File: src/include/epc_pkg.sv
package epc_pkg;
	// Register byte offsets
	localparam logic [4:0] EPC_OFS_CTRL     = 5'h00;
	localparam logic [4:0] EPC_OFS_INDEX    = 5'h04;
	localparam logic [4:0] EPC_OFS_INDEX_VAL = 5'h08;
	localparam logic [4:0] EPC_OFS_SELECT   = 5'h0C;
	localparam logic [4:0] EPC_OFS_COUNT    = 5'h10;
	localparam logic [4:0] EPC_OFS_BUF_DATA = 5'h14;
	localparam logic [4:0] EPC_OFS_STATUS   = 5'h18;
	// Control field positions
	localparam int EPC_CTRL_START_POS  = 0;
	localparam int EPC_CTRL_STOP_POS   = 1;
	localparam int EPC_CTRL_DECODE_POS = 2;
	localparam int EPC_CTRL_ARM_EN_POS = 4;
	localparam int EPC_CTRL_ARM_FALL_POS = 5;
	localparam int EPC_CTRL_SAMPLE_POS = 6;
	// Index configuration field positions
	localparam int EPC_IDX_EN_POS    = 0;
	localparam int EPC_IDX_PHASE_POS = 1;
	// Terminal select field positions
	localparam int EPC_SEL_A_POS   = 0;
	localparam int EPC_SEL_B_POS   = 4;
	localparam int EPC_SEL_Z_POS   = 8;
	localparam int EPC_SEL_ARM_POS = 12;
	localparam int EPC_SEL_SMP_POS = 16;
	// Status field positions
	localparam int EPC_ST_RUN_POS   = 0;
	localparam int EPC_ST_WAIT_POS  = 1;
	localparam int EPC_ST_OVF_POS   = 2;
	localparam int EPC_ST_EMPTY_POS = 3;
	localparam int EPC_ST_FULL_POS  = 4;
	localparam int EPC_ST_LEVEL_POS = 8;
	// Reset values
	localparam logic [2:0] EPC_RST_SEL_A   = 3'h0;
	localparam logic [2:0] EPC_RST_SEL_B   = 3'h1;
	localparam logic [2:0] EPC_RST_SEL_Z   = 3'h2;
	localparam logic [2:0] EPC_RST_SEL_ARM = 3'h3;
	localparam logic [2:0] EPC_RST_SEL_SMP = 3'h4;
	localparam logic [31:0] EPC_RST_COUNT  = 32'h00000000;
	localparam logic [31:0] EPC_RST_IDX_VAL = 32'h00000000;
	// Timebase: 100 MHz enable derived from the 125 MHz clock
	localparam int EPC_CLK_MHZ      = 125;
	localparam int EPC_TIMEBASE_MHZ = 100;
	localparam logic [7:0] EPC_TB_STEP = 8'(EPC_TIMEBASE_MHZ);
	localparam logic [7:0] EPC_TB_MOD  = 8'(EPC_CLK_MHZ);
	// Decoding types
	typedef enum logic [1:0] {
		EPC_DEC_X1        = 2'h0,
		EPC_DEC_X2        = 2'h1,
		EPC_DEC_X4        = 2'h3,
		EPC_DEC_TWO_PULSE = 2'h2
	} epc_decode_type;
endpackage
File: src/hw/epc_counter.sv
`timescale 1ns/10ps
// Overview of operation
// - X1: count up on A rising edge when A leads B.
// - X1: count down on A falling edge when B leads A.
// - X2: count on every A edge, direction from leading channel.
// - X4: count on every edge of both A and B.
// - X4: up or down chosen by which channel leads.
// - Index enabled, except in two-pulse: load index value while Z high in chosen phase.
// - Reload phase selectable as any one of four A/B states.
// - Count edge applied first, reload follows on a later tick.
// - Reload done within one timebase period of phase becoming true.
// - Counting continues normally from the reloaded value.
// - Two-pulse: count up on each A rising edge.
// - Two-pulse: count down on each B rising edge.
// - Decoding type selects two-pulse, X1, X2 or X4.
// - Index enable, reload phase and reload value are held.
// - A, B and Z routed from selectable terminals with defaults.
// - On-demand: counting starts at start, every read returns count.
// - Sample clock: count stored in buffer on each rising edge while not full.
// - Armed start waits for a digital edge on the trigger source.
// - Arming edge selectable as rising or falling.
// - Counter clocked from a 100 MHz timebase.
// - Count up when A leads B, down when B leads A.
module epc_counter
	import epc_pkg::*;
#(
	parameter int TERMS     = 8,
	parameter int SEL_W     = 3,
	parameter int BUF_DEPTH = 16,
	parameter int LVL_W     = 5
)(
	input  wire logic             CLK_IN,
	input  wire logic             RST_IN,
	input  wire logic [TERMS-1:0] TERM_IN,
	input  wire logic [4:0]       AVS_ADDRESS_IN,
	input  wire logic             AVS_READ_IN,
	input  wire logic             AVS_WRITE_IN,
	input  wire logic [31:0]      AVS_WRITEDATA_IN,
	input  wire logic [3:0]       AVS_BYTEENABLE_IN,
	output logic      [31:0]      AVS_READDATA_OUT,
	output logic                  AVS_WAITREQUEST_OUT
);

	typedef struct packed {
		logic                          waitreq;
		logic [31:0]                   rdata;
		epc_decode_type                decode;
		logic                          arm_en;
		logic                          arm_fall;
		logic                          sample_mode;
		logic                          idx_en;
		logic [1:0]                    idx_phase;
		logic [31:0]                   idx_val;
		logic [SEL_W-1:0]              sel_a;
		logic [SEL_W-1:0]              sel_b;
		logic [SEL_W-1:0]              sel_z;
		logic [SEL_W-1:0]              sel_arm;
		logic [SEL_W-1:0]              sel_smp;
		logic [7:0]                    tb_acc;
		logic [TERMS-1:0]              sync1;
		logic [TERMS-1:0]              sync2;
		logic [TERMS-1:0]              prev;
		logic                          running;
		logic                          arm_wait;
		logic [31:0]                   count;
		logic [BUF_DEPTH-1:0][31:0]    mem;
		logic [LVL_W-1:0]              wr_ptr;
		logic [LVL_W-1:0]              rd_ptr;
		logic [LVL_W-1:0]              level;
		logic                          overflow;
	} epc_state_type;

	localparam logic [LVL_W-1:0] LVL_ONE  = LVL_W'(1);
	localparam logic [LVL_W-1:0] LVL_LAST = LVL_W'(BUF_DEPTH - 1);
	localparam logic [LVL_W-1:0] LVL_FULL = LVL_W'(BUF_DEPTH);

	epc_state_type s;
	epc_state_type next_s;

	// Byte-lane merge of a write into a register image
	function automatic logic [31:0] merge_be(input logic [31:0] old_v,
		input logic [31:0] new_v, input logic [3:0] be);
		logic [31:0] r;
		r = old_v;
		for (int i = 0; i < 4; i++)
			if (be[i])
				r[i*8 +: 8] = new_v[i*8 +: 8];
		return r;
	endfunction

	// Combinational next-state of the whole channel
	always_comb
	begin
		logic        tick;
		logic [8:0]  acc_sum;
		logic        a;
		logic        b;
		logic        z;
		logic        a_rise;
		logic        a_fall;
		logic        b_rise;
		logic        b_fall;
		logic        arm_lvl;
		logic        arm_prev;
		logic        smp_rise;
		logic        up;
		logic        down;
		logic        ab_edge;
		logic        push;
		logic        pop;
		logic        ovf_set;
		logic        ovf_clr;
		logic [31:0] ctrl_img;
		logic [31:0] idx_img;
		logic [31:0] sel_img;
		logic [31:0] stat_img;
		logic [31:0] wimg;
		logic        req;

		next_s   = s;
		tick     = 1'b0;
		acc_sum  = 9'h000;
		up       = 1'b0;
		down     = 1'b0;
		push     = 1'b0;
		pop      = 1'b0;
		ovf_set  = 1'b0;
		ovf_clr  = 1'b0;
		wimg     = 32'h00000000;
		req      = AVS_READ_IN | AVS_WRITE_IN;
		a        = 1'b0;
		b        = 1'b0;
		z        = 1'b0;
		a_rise   = 1'b0;
		a_fall   = 1'b0;
		b_rise   = 1'b0;
		b_fall   = 1'b0;
		arm_lvl  = 1'b0;
		arm_prev = 1'b0;
		smp_rise = 1'b0;
		ab_edge  = 1'b0;
		ctrl_img = 32'h00000000;
		idx_img  = 32'h00000000;
		sel_img  = 32'h00000000;
		stat_img = 32'h00000000;

		next_s.sync1 = TERM_IN;
		next_s.sync2 = s.sync1;

		// fractional divider, 4 ticks out of 5 clocks
		acc_sum       = {1'b0, s.tb_acc} + {1'b0, EPC_TB_STEP};
		tick          = (acc_sum >= {1'b0, EPC_TB_MOD});
		next_s.tb_acc = tick ? 8'(acc_sum - {1'b0, EPC_TB_MOD}) : acc_sum[7:0];

		a        = s.sync2[s.sel_a];
		b        = s.sync2[s.sel_b];
		z        = s.sync2[s.sel_z];
		arm_lvl  = s.sync2[s.sel_arm];
		arm_prev = s.prev[s.sel_arm];
		a_rise   = tick & a & ~s.prev[s.sel_a];
		a_fall   = tick & ~a & s.prev[s.sel_a];
		b_rise   = tick & b & ~s.prev[s.sel_b];
		b_fall   = tick & ~b & s.prev[s.sel_b];
		smp_rise = tick & s.sync2[s.sel_smp] & ~s.prev[s.sel_smp];
		ab_edge  = a_rise | a_fall | b_rise | b_fall;
		if (tick)
			next_s.prev = s.sync2;

		case (s.decode)
			EPC_DEC_X1:
			begin
				// up on A rise while B low
				up   = a_rise & ~b;
				// down on A fall while B low
				down = a_fall & ~b;
			end
			EPC_DEC_X2:
			begin
				// both A edges, direction from lead
				up   = (a_rise & ~b) | (a_fall & b);
				down = (a_rise & b) | (a_fall & ~b);
			end
			EPC_DEC_X4:
			begin
				// all edges of A and B, lead sets direction
				up   = (a_rise & ~b) | (a_fall & b) | (b_rise & a) | (b_fall & ~a);
				down = (a_rise & b) | (a_fall & ~b) | (b_rise & ~a) | (b_fall & a);
			end
			EPC_DEC_TWO_PULSE:
			begin
				up   = a_rise;
				down = b_rise;
			end
			default:
				up = 1'b0;
		endcase

		// arming edge releases the held-off start
		if (s.arm_wait && tick && (s.arm_fall ? (arm_prev & ~arm_lvl) : (arm_lvl & ~arm_prev)))
		begin
			next_s.arm_wait = 1'b0;
			next_s.running  = 1'b1;
		end

		// Count update, wraps naturally at 32 bits
		if (s.running)
		begin
			if (up && !down)
				next_s.count = s.count + 32'h00000001;
			else if (down && !up)
				next_s.count = s.count - 32'h00000001;
			// reload only on a tick without an A/B edge
			// Z high in the selected A/B phase
			// on the next timebase tick after entering the phase
			// decoding goes on from the loaded value
			else if (tick && !ab_edge && s.idx_en && (s.decode != EPC_DEC_TWO_PULSE)
				&& z && ({a, b} == s.idx_phase))
				next_s.count = s.idx_val;
		end

		// capture into buffer on the sample clock edge
		if (s.running && s.sample_mode && smp_rise)
		begin
			// Full buffer drops the sample and flags overflow
			ovf_set = (s.level == LVL_FULL);
			push    = (s.level != LVL_FULL);
		end

		// Register images for read-back and byte-lane writes
		ctrl_img[EPC_CTRL_DECODE_POS +: 2] = s.decode;
		ctrl_img[EPC_CTRL_ARM_EN_POS]      = s.arm_en;
		ctrl_img[EPC_CTRL_ARM_FALL_POS]    = s.arm_fall;
		ctrl_img[EPC_CTRL_SAMPLE_POS]      = s.sample_mode;
		// index enable, phase and value held in registers
		idx_img[EPC_IDX_EN_POS]          = s.idx_en;
		idx_img[EPC_IDX_PHASE_POS +: 2]  = s.idx_phase;
		sel_img[EPC_SEL_A_POS +: SEL_W]   = s.sel_a;
		sel_img[EPC_SEL_B_POS +: SEL_W]   = s.sel_b;
		sel_img[EPC_SEL_Z_POS +: SEL_W]   = s.sel_z;
		sel_img[EPC_SEL_ARM_POS +: SEL_W] = s.sel_arm;
		sel_img[EPC_SEL_SMP_POS +: SEL_W] = s.sel_smp;
		stat_img[EPC_ST_RUN_POS]   = s.running;
		stat_img[EPC_ST_WAIT_POS]  = s.arm_wait;
		stat_img[EPC_ST_OVF_POS]   = s.overflow;
		stat_img[EPC_ST_EMPTY_POS] = (s.level == '0);
		stat_img[EPC_ST_FULL_POS]  = (s.level == LVL_FULL);
		stat_img[EPC_ST_LEVEL_POS +: LVL_W] = s.level;

		// Bus slave: accept while waitrequest high, release a cycle later
		next_s.waitreq = 1'b1;
		if (req && s.waitreq)
		begin
			next_s.waitreq = 1'b0;
			if (AVS_READ_IN)
			begin
				// Only a read replaces the held read data
				next_s.rdata = 32'h00000000;
				case ({AVS_ADDRESS_IN[4:2], 2'b00})
					EPC_OFS_CTRL:      next_s.rdata = ctrl_img;
					EPC_OFS_INDEX:     next_s.rdata = idx_img;
					EPC_OFS_INDEX_VAL: next_s.rdata = s.idx_val;
					EPC_OFS_SELECT:    next_s.rdata = sel_img;
					EPC_OFS_COUNT:     next_s.rdata = s.count;
					EPC_OFS_BUF_DATA:
					begin
						if (s.level != '0)
						begin
							next_s.rdata = s.mem[s.rd_ptr];
							pop          = 1'b1;
						end
					end
					EPC_OFS_STATUS:    next_s.rdata = stat_img;
					default:           next_s.rdata = 32'h00000000;
				endcase
			end
			else
			begin
				case ({AVS_ADDRESS_IN[4:2], 2'b00})
					EPC_OFS_CTRL:
					begin
						wimg = merge_be(ctrl_img, AVS_WRITEDATA_IN, AVS_BYTEENABLE_IN);
						next_s.decode      = epc_decode_type'(wimg[EPC_CTRL_DECODE_POS +: 2]);
						next_s.arm_en      = wimg[EPC_CTRL_ARM_EN_POS];
						next_s.arm_fall    = wimg[EPC_CTRL_ARM_FALL_POS];
						next_s.sample_mode = wimg[EPC_CTRL_SAMPLE_POS];
						// Stop wins over start written together
						if (AVS_BYTEENABLE_IN[0] && AVS_WRITEDATA_IN[EPC_CTRL_STOP_POS])
						begin
							next_s.running  = 1'b0;
							next_s.arm_wait = 1'b0;
						end
						else if (AVS_BYTEENABLE_IN[0] && AVS_WRITEDATA_IN[EPC_CTRL_START_POS])
						begin
							// start counts at once unless armed
							// armed start waits for the trigger
							next_s.running  = ~wimg[EPC_CTRL_ARM_EN_POS];
							next_s.arm_wait = wimg[EPC_CTRL_ARM_EN_POS];
						end
					end
					EPC_OFS_INDEX:
					begin
						wimg = merge_be(idx_img, AVS_WRITEDATA_IN, AVS_BYTEENABLE_IN);
						next_s.idx_en    = wimg[EPC_IDX_EN_POS];
						next_s.idx_phase = wimg[EPC_IDX_PHASE_POS +: 2];
					end
					EPC_OFS_INDEX_VAL:
					begin
						next_s.idx_val = merge_be(s.idx_val, AVS_WRITEDATA_IN, AVS_BYTEENABLE_IN);
					end
					EPC_OFS_SELECT:
					begin
						wimg = merge_be(sel_img, AVS_WRITEDATA_IN, AVS_BYTEENABLE_IN);
						next_s.sel_a   = wimg[EPC_SEL_A_POS +: SEL_W];
						next_s.sel_b   = wimg[EPC_SEL_B_POS +: SEL_W];
						next_s.sel_z   = wimg[EPC_SEL_Z_POS +: SEL_W];
						next_s.sel_arm = wimg[EPC_SEL_ARM_POS +: SEL_W];
						next_s.sel_smp = wimg[EPC_SEL_SMP_POS +: SEL_W];
					end
					EPC_OFS_COUNT:
					begin
						// Software preset; a same-cycle count edge is lost
						next_s.count = merge_be(s.count, AVS_WRITEDATA_IN, AVS_BYTEENABLE_IN);
					end
					EPC_OFS_STATUS:
					begin
						ovf_clr = AVS_BYTEENABLE_IN[0] & AVS_WRITEDATA_IN[EPC_ST_OVF_POS];
					end
					default:
					begin
						wimg = 32'h00000000;
					end
				endcase
			end
		end

		// Buffer pointers; a push while full never happens
		if (push)
		begin
			next_s.mem[s.wr_ptr] = s.count;
			next_s.wr_ptr = (s.wr_ptr == LVL_LAST) ? '0 : s.wr_ptr + LVL_ONE;
		end
		if (pop)
			next_s.rd_ptr = (s.rd_ptr == LVL_LAST) ? '0 : s.rd_ptr + LVL_ONE;
		if (push && !pop)
			next_s.level = s.level + LVL_ONE;
		else if (pop && !push)
			next_s.level = s.level - LVL_ONE;

		// Overflow sticky: a new overflow beats the clear
		if (ovf_set)
			next_s.overflow = 1'b1;
		else if (ovf_clr)
			next_s.overflow = 1'b0;
	end

	// State register with synchronous reset
	always_ff @(posedge CLK_IN)
	begin
		if (RST_IN)
		begin
			s             <= '0;
			s.waitreq     <= 1'b1;
			s.decode      <= EPC_DEC_X1;
			s.idx_val     <= EPC_RST_IDX_VAL;
			s.count       <= EPC_RST_COUNT;
			s.sel_a       <= SEL_W'(EPC_RST_SEL_A);
			s.sel_b       <= SEL_W'(EPC_RST_SEL_B);
			s.sel_z       <= SEL_W'(EPC_RST_SEL_Z);
			s.sel_arm     <= SEL_W'(EPC_RST_SEL_ARM);
			s.sel_smp     <= SEL_W'(EPC_RST_SEL_SMP);
		end
		else
		begin
			s <= next_s;
		end
	end

	// Bus outputs straight from state flops
	assign AVS_READDATA_OUT    = s.rdata;
	assign AVS_WAITREQUEST_OUT = s.waitreq;

endmodule

File: config.mk
export PLATFORM = sky130hd
export DESIGN_NAME = epc_counter
export DESIGN_NICKNAME = d
export VERILOG_FILES = /design/src/include/epc_pkg.sv /design/src/hw/epc_counter.sv
export SDC_FILE = /design/constraint.sdc
export NUM_CORES = 2
export LEC_CHECK = 0
export BUFFER_PORTS_ARGS = -buffer_cell sky130_fd_sc_hd__buf_2
export CAP_MARGIN = 20
export CORE_ASPECT_RATIO = 0.9
export CORE_MARGIN = 5
export CORE_UTILIZATION = 55
export CTS_BUF_LIST = sky130_fd_sc_hd__clkbuf_16
export CTS_CLUSTER_SIZE = 28
export DETAILED_ROUTE_END_ITERATION = 10
export GPL_TIMING_DRIVEN = 0
export PLACE_DENSITY_LB_ADDON = 0.05
export SKIP_CTS_REPAIR_TIMING = 1
export SYNTH_ARGS = -nofsm -noshare
export SYNTH_HDL_FRONTEND = slang
export SYNTH_SLANG_ARGS = --single-unit
File: constraint.sdc
create_clock -name CLK_IN -period 4.8 [get_ports CLK_IN]
set_clock_uncertainty 0.15 [all_clocks]
set_input_delay 0.24 -clock CLK_IN [delete_from_list [all_inputs] [get_ports CLK_IN]]
set_output_delay 0.24 -clock CLK_IN [all_outputs]
set_load 0.1 [all_outputs]
==> results.md <==
- Run status: complete, but fails checks
- Failing checks: negative hold slack, negative setup slack
- Net Sw Frac: 25.7%
- Worst Max-Slew Pin Slew: 1.19 ns
- CP dominant cell by count: clkbuf_1
- #FFs+latches synth: 682
- Layout cells sized above 1: about 12%
- Final ANT Viol Nets: 0
- Capturing point of the worst reg2reg path: s[534]
- Vias in the first global route: 29200
- Mapped Avg Cell Area: 8.70 µm²
- VDD IR-drop max: 0.296 mV
- Top cell type's share of synthesized area: 41.8%
- Cells along the critical path: buf_2 > mux4_2 > mux2_2 > and3_1 > o2111ai_1 > clkbuf_1 > clkbuf_1 > mux2i_1 > nand2_1 > o2bb2ai_1
- Sequential share of power: about 48%
- Post-synth EDFFs: 0
- Reg2reg start: s[606]
- Die height: approximately 240 µm
- TritonCTS Buffers: 71
- Port Buffer Count: 80
- Non-filler cells, final: 4786
- Reg clk slew, reported paths: 0.06 ns
- Switching power: 0.00311 W
- Clk root buf: clkbuf_16
- Synth warn: 0
- Worst-case reg-to-reg path depth: 10
- Die area: 64300 µm²
- Fmax achieved: 0.205 GHz
- Core area: 58600 µm²
- Setup WS pre-CTS: 0.0317 ns
- Pin count of the biggest net entering global routing: 15
- Total GRT Usage: a little under two fifths
- Top post-synthesis cells by count: nand2_1 (688), dfxtp_1 (682), a21oi_1 (517)
- Library cells used by synthesis: 89
- Max clock buf depth: 3
- Hold_sp: AVS_BYTEENABLE_IN[2]
- Area grow syn2layout: 12.7%
- Pint: 0.00900 W
- Final setup vio count: 1
- Fin crit share: 101%
- Crit path time final: 4.87 ns
- Clock Power Share: 44.6%
- Fin. Hold Viols: 1
- Critical Path RT: 5.13 ns
- Area leader, netlist: dfxtp_1
- Comb pwr share: 7.9%
- Mapped Nets: 3820
- Reg2Reg Setup Slack: -0.07 ns
- First-pass GRT wire length: 181000 µm
- Initial core utilization: 55.7%
- Slew Limit Fails: 0
- Initial DRC count: 4327
- NumNets Final: 4023
- Setup crit start kind: flip-flop
- WS Path Type: flip-flop to flip-flop
- Routing usage on met2: 56.5%
- Via Count: slightly above 30000
- Reg area: 13700 µm²
- Total iterations of the first detailed-routing run: 9
- Pwr dens: 329 nW/µm²
- Hold Path Class: input pin to flip-flop
- Hold path depth: 3
- Fillcell total: roughly 5000
- Tot Pwr: 0.0121 W
- Buffers & Inverters on Critical Path: 3
- Initial antenna violation count: 2
- Max Cap Viol: 0
- Main flop type after synthesis: dfxtp_1
- Slew headroom: a little over 20%
- CTS tree: done
- Final Hold Slack: -0.0118 ns
- CP Max Fanout: 10
- Clk sink count: 682
- Die Wd: between 200 and 300 µm
- Cells after synthesis: 3751
- WHS Endpoint: s[632]
- Worst-Skew Late Latency: 0.63 ns
- Wirelength, routed: 124000 µm
- Top Usage Layer GRT: met2
- Routability cong.: 1.01
- RSZ-0062 raised after global routing: no
- Multi-input logic area: 17100 µm²
- Met3 Use GR: 8.94%
- I/O pins: 86
- H-tree Lvls: 3
- Asr flop ratio synth: 0%
- Crit. End Element: flip-flop
- Post-synthesis instance area: approximately 33000 µm²
- Overflow after GRT: 0
- Register area share after synthesis: 41.8%
- # DRC: 0
- Cells after DPL: 4607
- Floorplan row count: 84
- Top cells by area, synth: dfxtp_1 (42%), mux4_2 (12%), a21oi_1 (7.9%)
- Hpwl dp: 91800 µm
- Final setup margin: -0.0688 ns
- CP max stage delay: 0.86 ns
- Top Family by Delay on Critical Path: buffers and inverters
- Vias per cell: 6.46
- Grt met1 use: approximately 49%
- Most frequent cell after synthesis: nand2_1
- Leakage: 12.1 nW
- Routed length per instance: 26.0 µm
- Max stage delay cell, worst path: clkbuf_1
- CP arrival: about 5.2 ns
==> flip-flops by register name, indices dropped and copies added, names as in the netlist <==
name,count
AVS_READDATA_OUT,32
AVS_WAITREQUEST_OUT,1
next_s,8
s,641
==> how the worst max path moves through the flow <==
stage                      start     end  cells past startpoint
after detailed placement  s[528]  s[558]                     12
after global routing      s[606]  s[534]                     10
after CTS                 s[528]  s[558]                     12
after global placement    s[528]  s[558]                     12
final                     s[606]  s[534]                     10
after floorplan           s[588]    s[5]                     16
==> layout make-up <==
cell class              count  share of cell area [%]
flip-flops and latches    682                    37.1
clock buffers              72                    4.90
plain buffers             425                    4.87
well taps                 774                    2.63
multi-input cells        2608                    46.4
diodes                      4                  0.0272
inverters                  36                   0.367
clock inverters            55                    1.14
repair buffers            130                    2.53
==> power groups by stage <==
| stage | sequential, W | clock [W] | combinational, W |
|---|---|---|---|
| floorplan | 0.00588 | 0 | 0.000575 |
| global placement | 0.00588 | 0 | 0.000871 |
| detailed placement | 0.00588 | 0 | 0.000887 |
| CTS | 0.00576 | 0.00542 | 0.000890 |
| global route | 0.00576 | 0.00566 | 0.00100 |
| finish | 0.00576 | 0.00540 | 0.000953 |
==> worst register-to-register path, cell delays in order (launching register included) <==
cell	delay [ns]
dfxtp_1	0.31
buf_2	0.22
mux4_2	0.54
mux2_2	0.36
and3_1	0.21
o2111ai_1	0.71
clkbuf_1	0.87
clkbuf_1	0.80
mux2i_1	0.29
nand2_1	0.11
o2bb2ai_1	0.18
==> layout by cell type, fill, tap and decap left out, types with 20 or more instances in the layout <==
cell type,n
nand2_1,688
dfxtp_1,682
a21oi_1,517
clkbuf_1,312
nand3_1,305
nor2_1,283
mux4_2,177
mux2i_1,170
buf_2,133
clkbuf_16,72
inv_1,58
dlygate4sd3_1,43
o21ai_0,41
buf_4,34
nor3_1,33
nor2b_1,27
buf_1,26
xnor2_1,20
a222oi_1,20
==> cell families after synthesis <==
kind of cell    share of synthesized area [%]
simple gates                             19.2
compound gates                           13.6
flops                                    41.8
buf+inv                                  5.90
mux                                      18.0
xor+xnor                                0.805
fa+ha+maj                               0.667
==> metal layers <==
| metal | part of all wire, % | vias up | routed length, µm |
|---|---|---|---|
| met5 | 0 | - | 0 |
| met4 | 6.1 | 0 | 7620 |
| met3 | 11 | 442 | 13900 |
| met2 | 44 | 1980 | 54500 |
| met1 | 39 | 14900 | 48400 |
| li1 | - | 13600 | - |
==> metrics by stage <==
stage | util, % | area (µm²) | TNS [ns]
floorplan | - | 32600 | 0
global placement | 58.0 | 34000 | 0
detailed placement | 58.0 | 34000 | 0
CTS | 61.8 | 36300 | -0.0286
global route | 62.7 | 36800 | 0
finish | 62.7 | 36800 | -0.0688
Note: power is estimated with default switching activity, not from simulation.
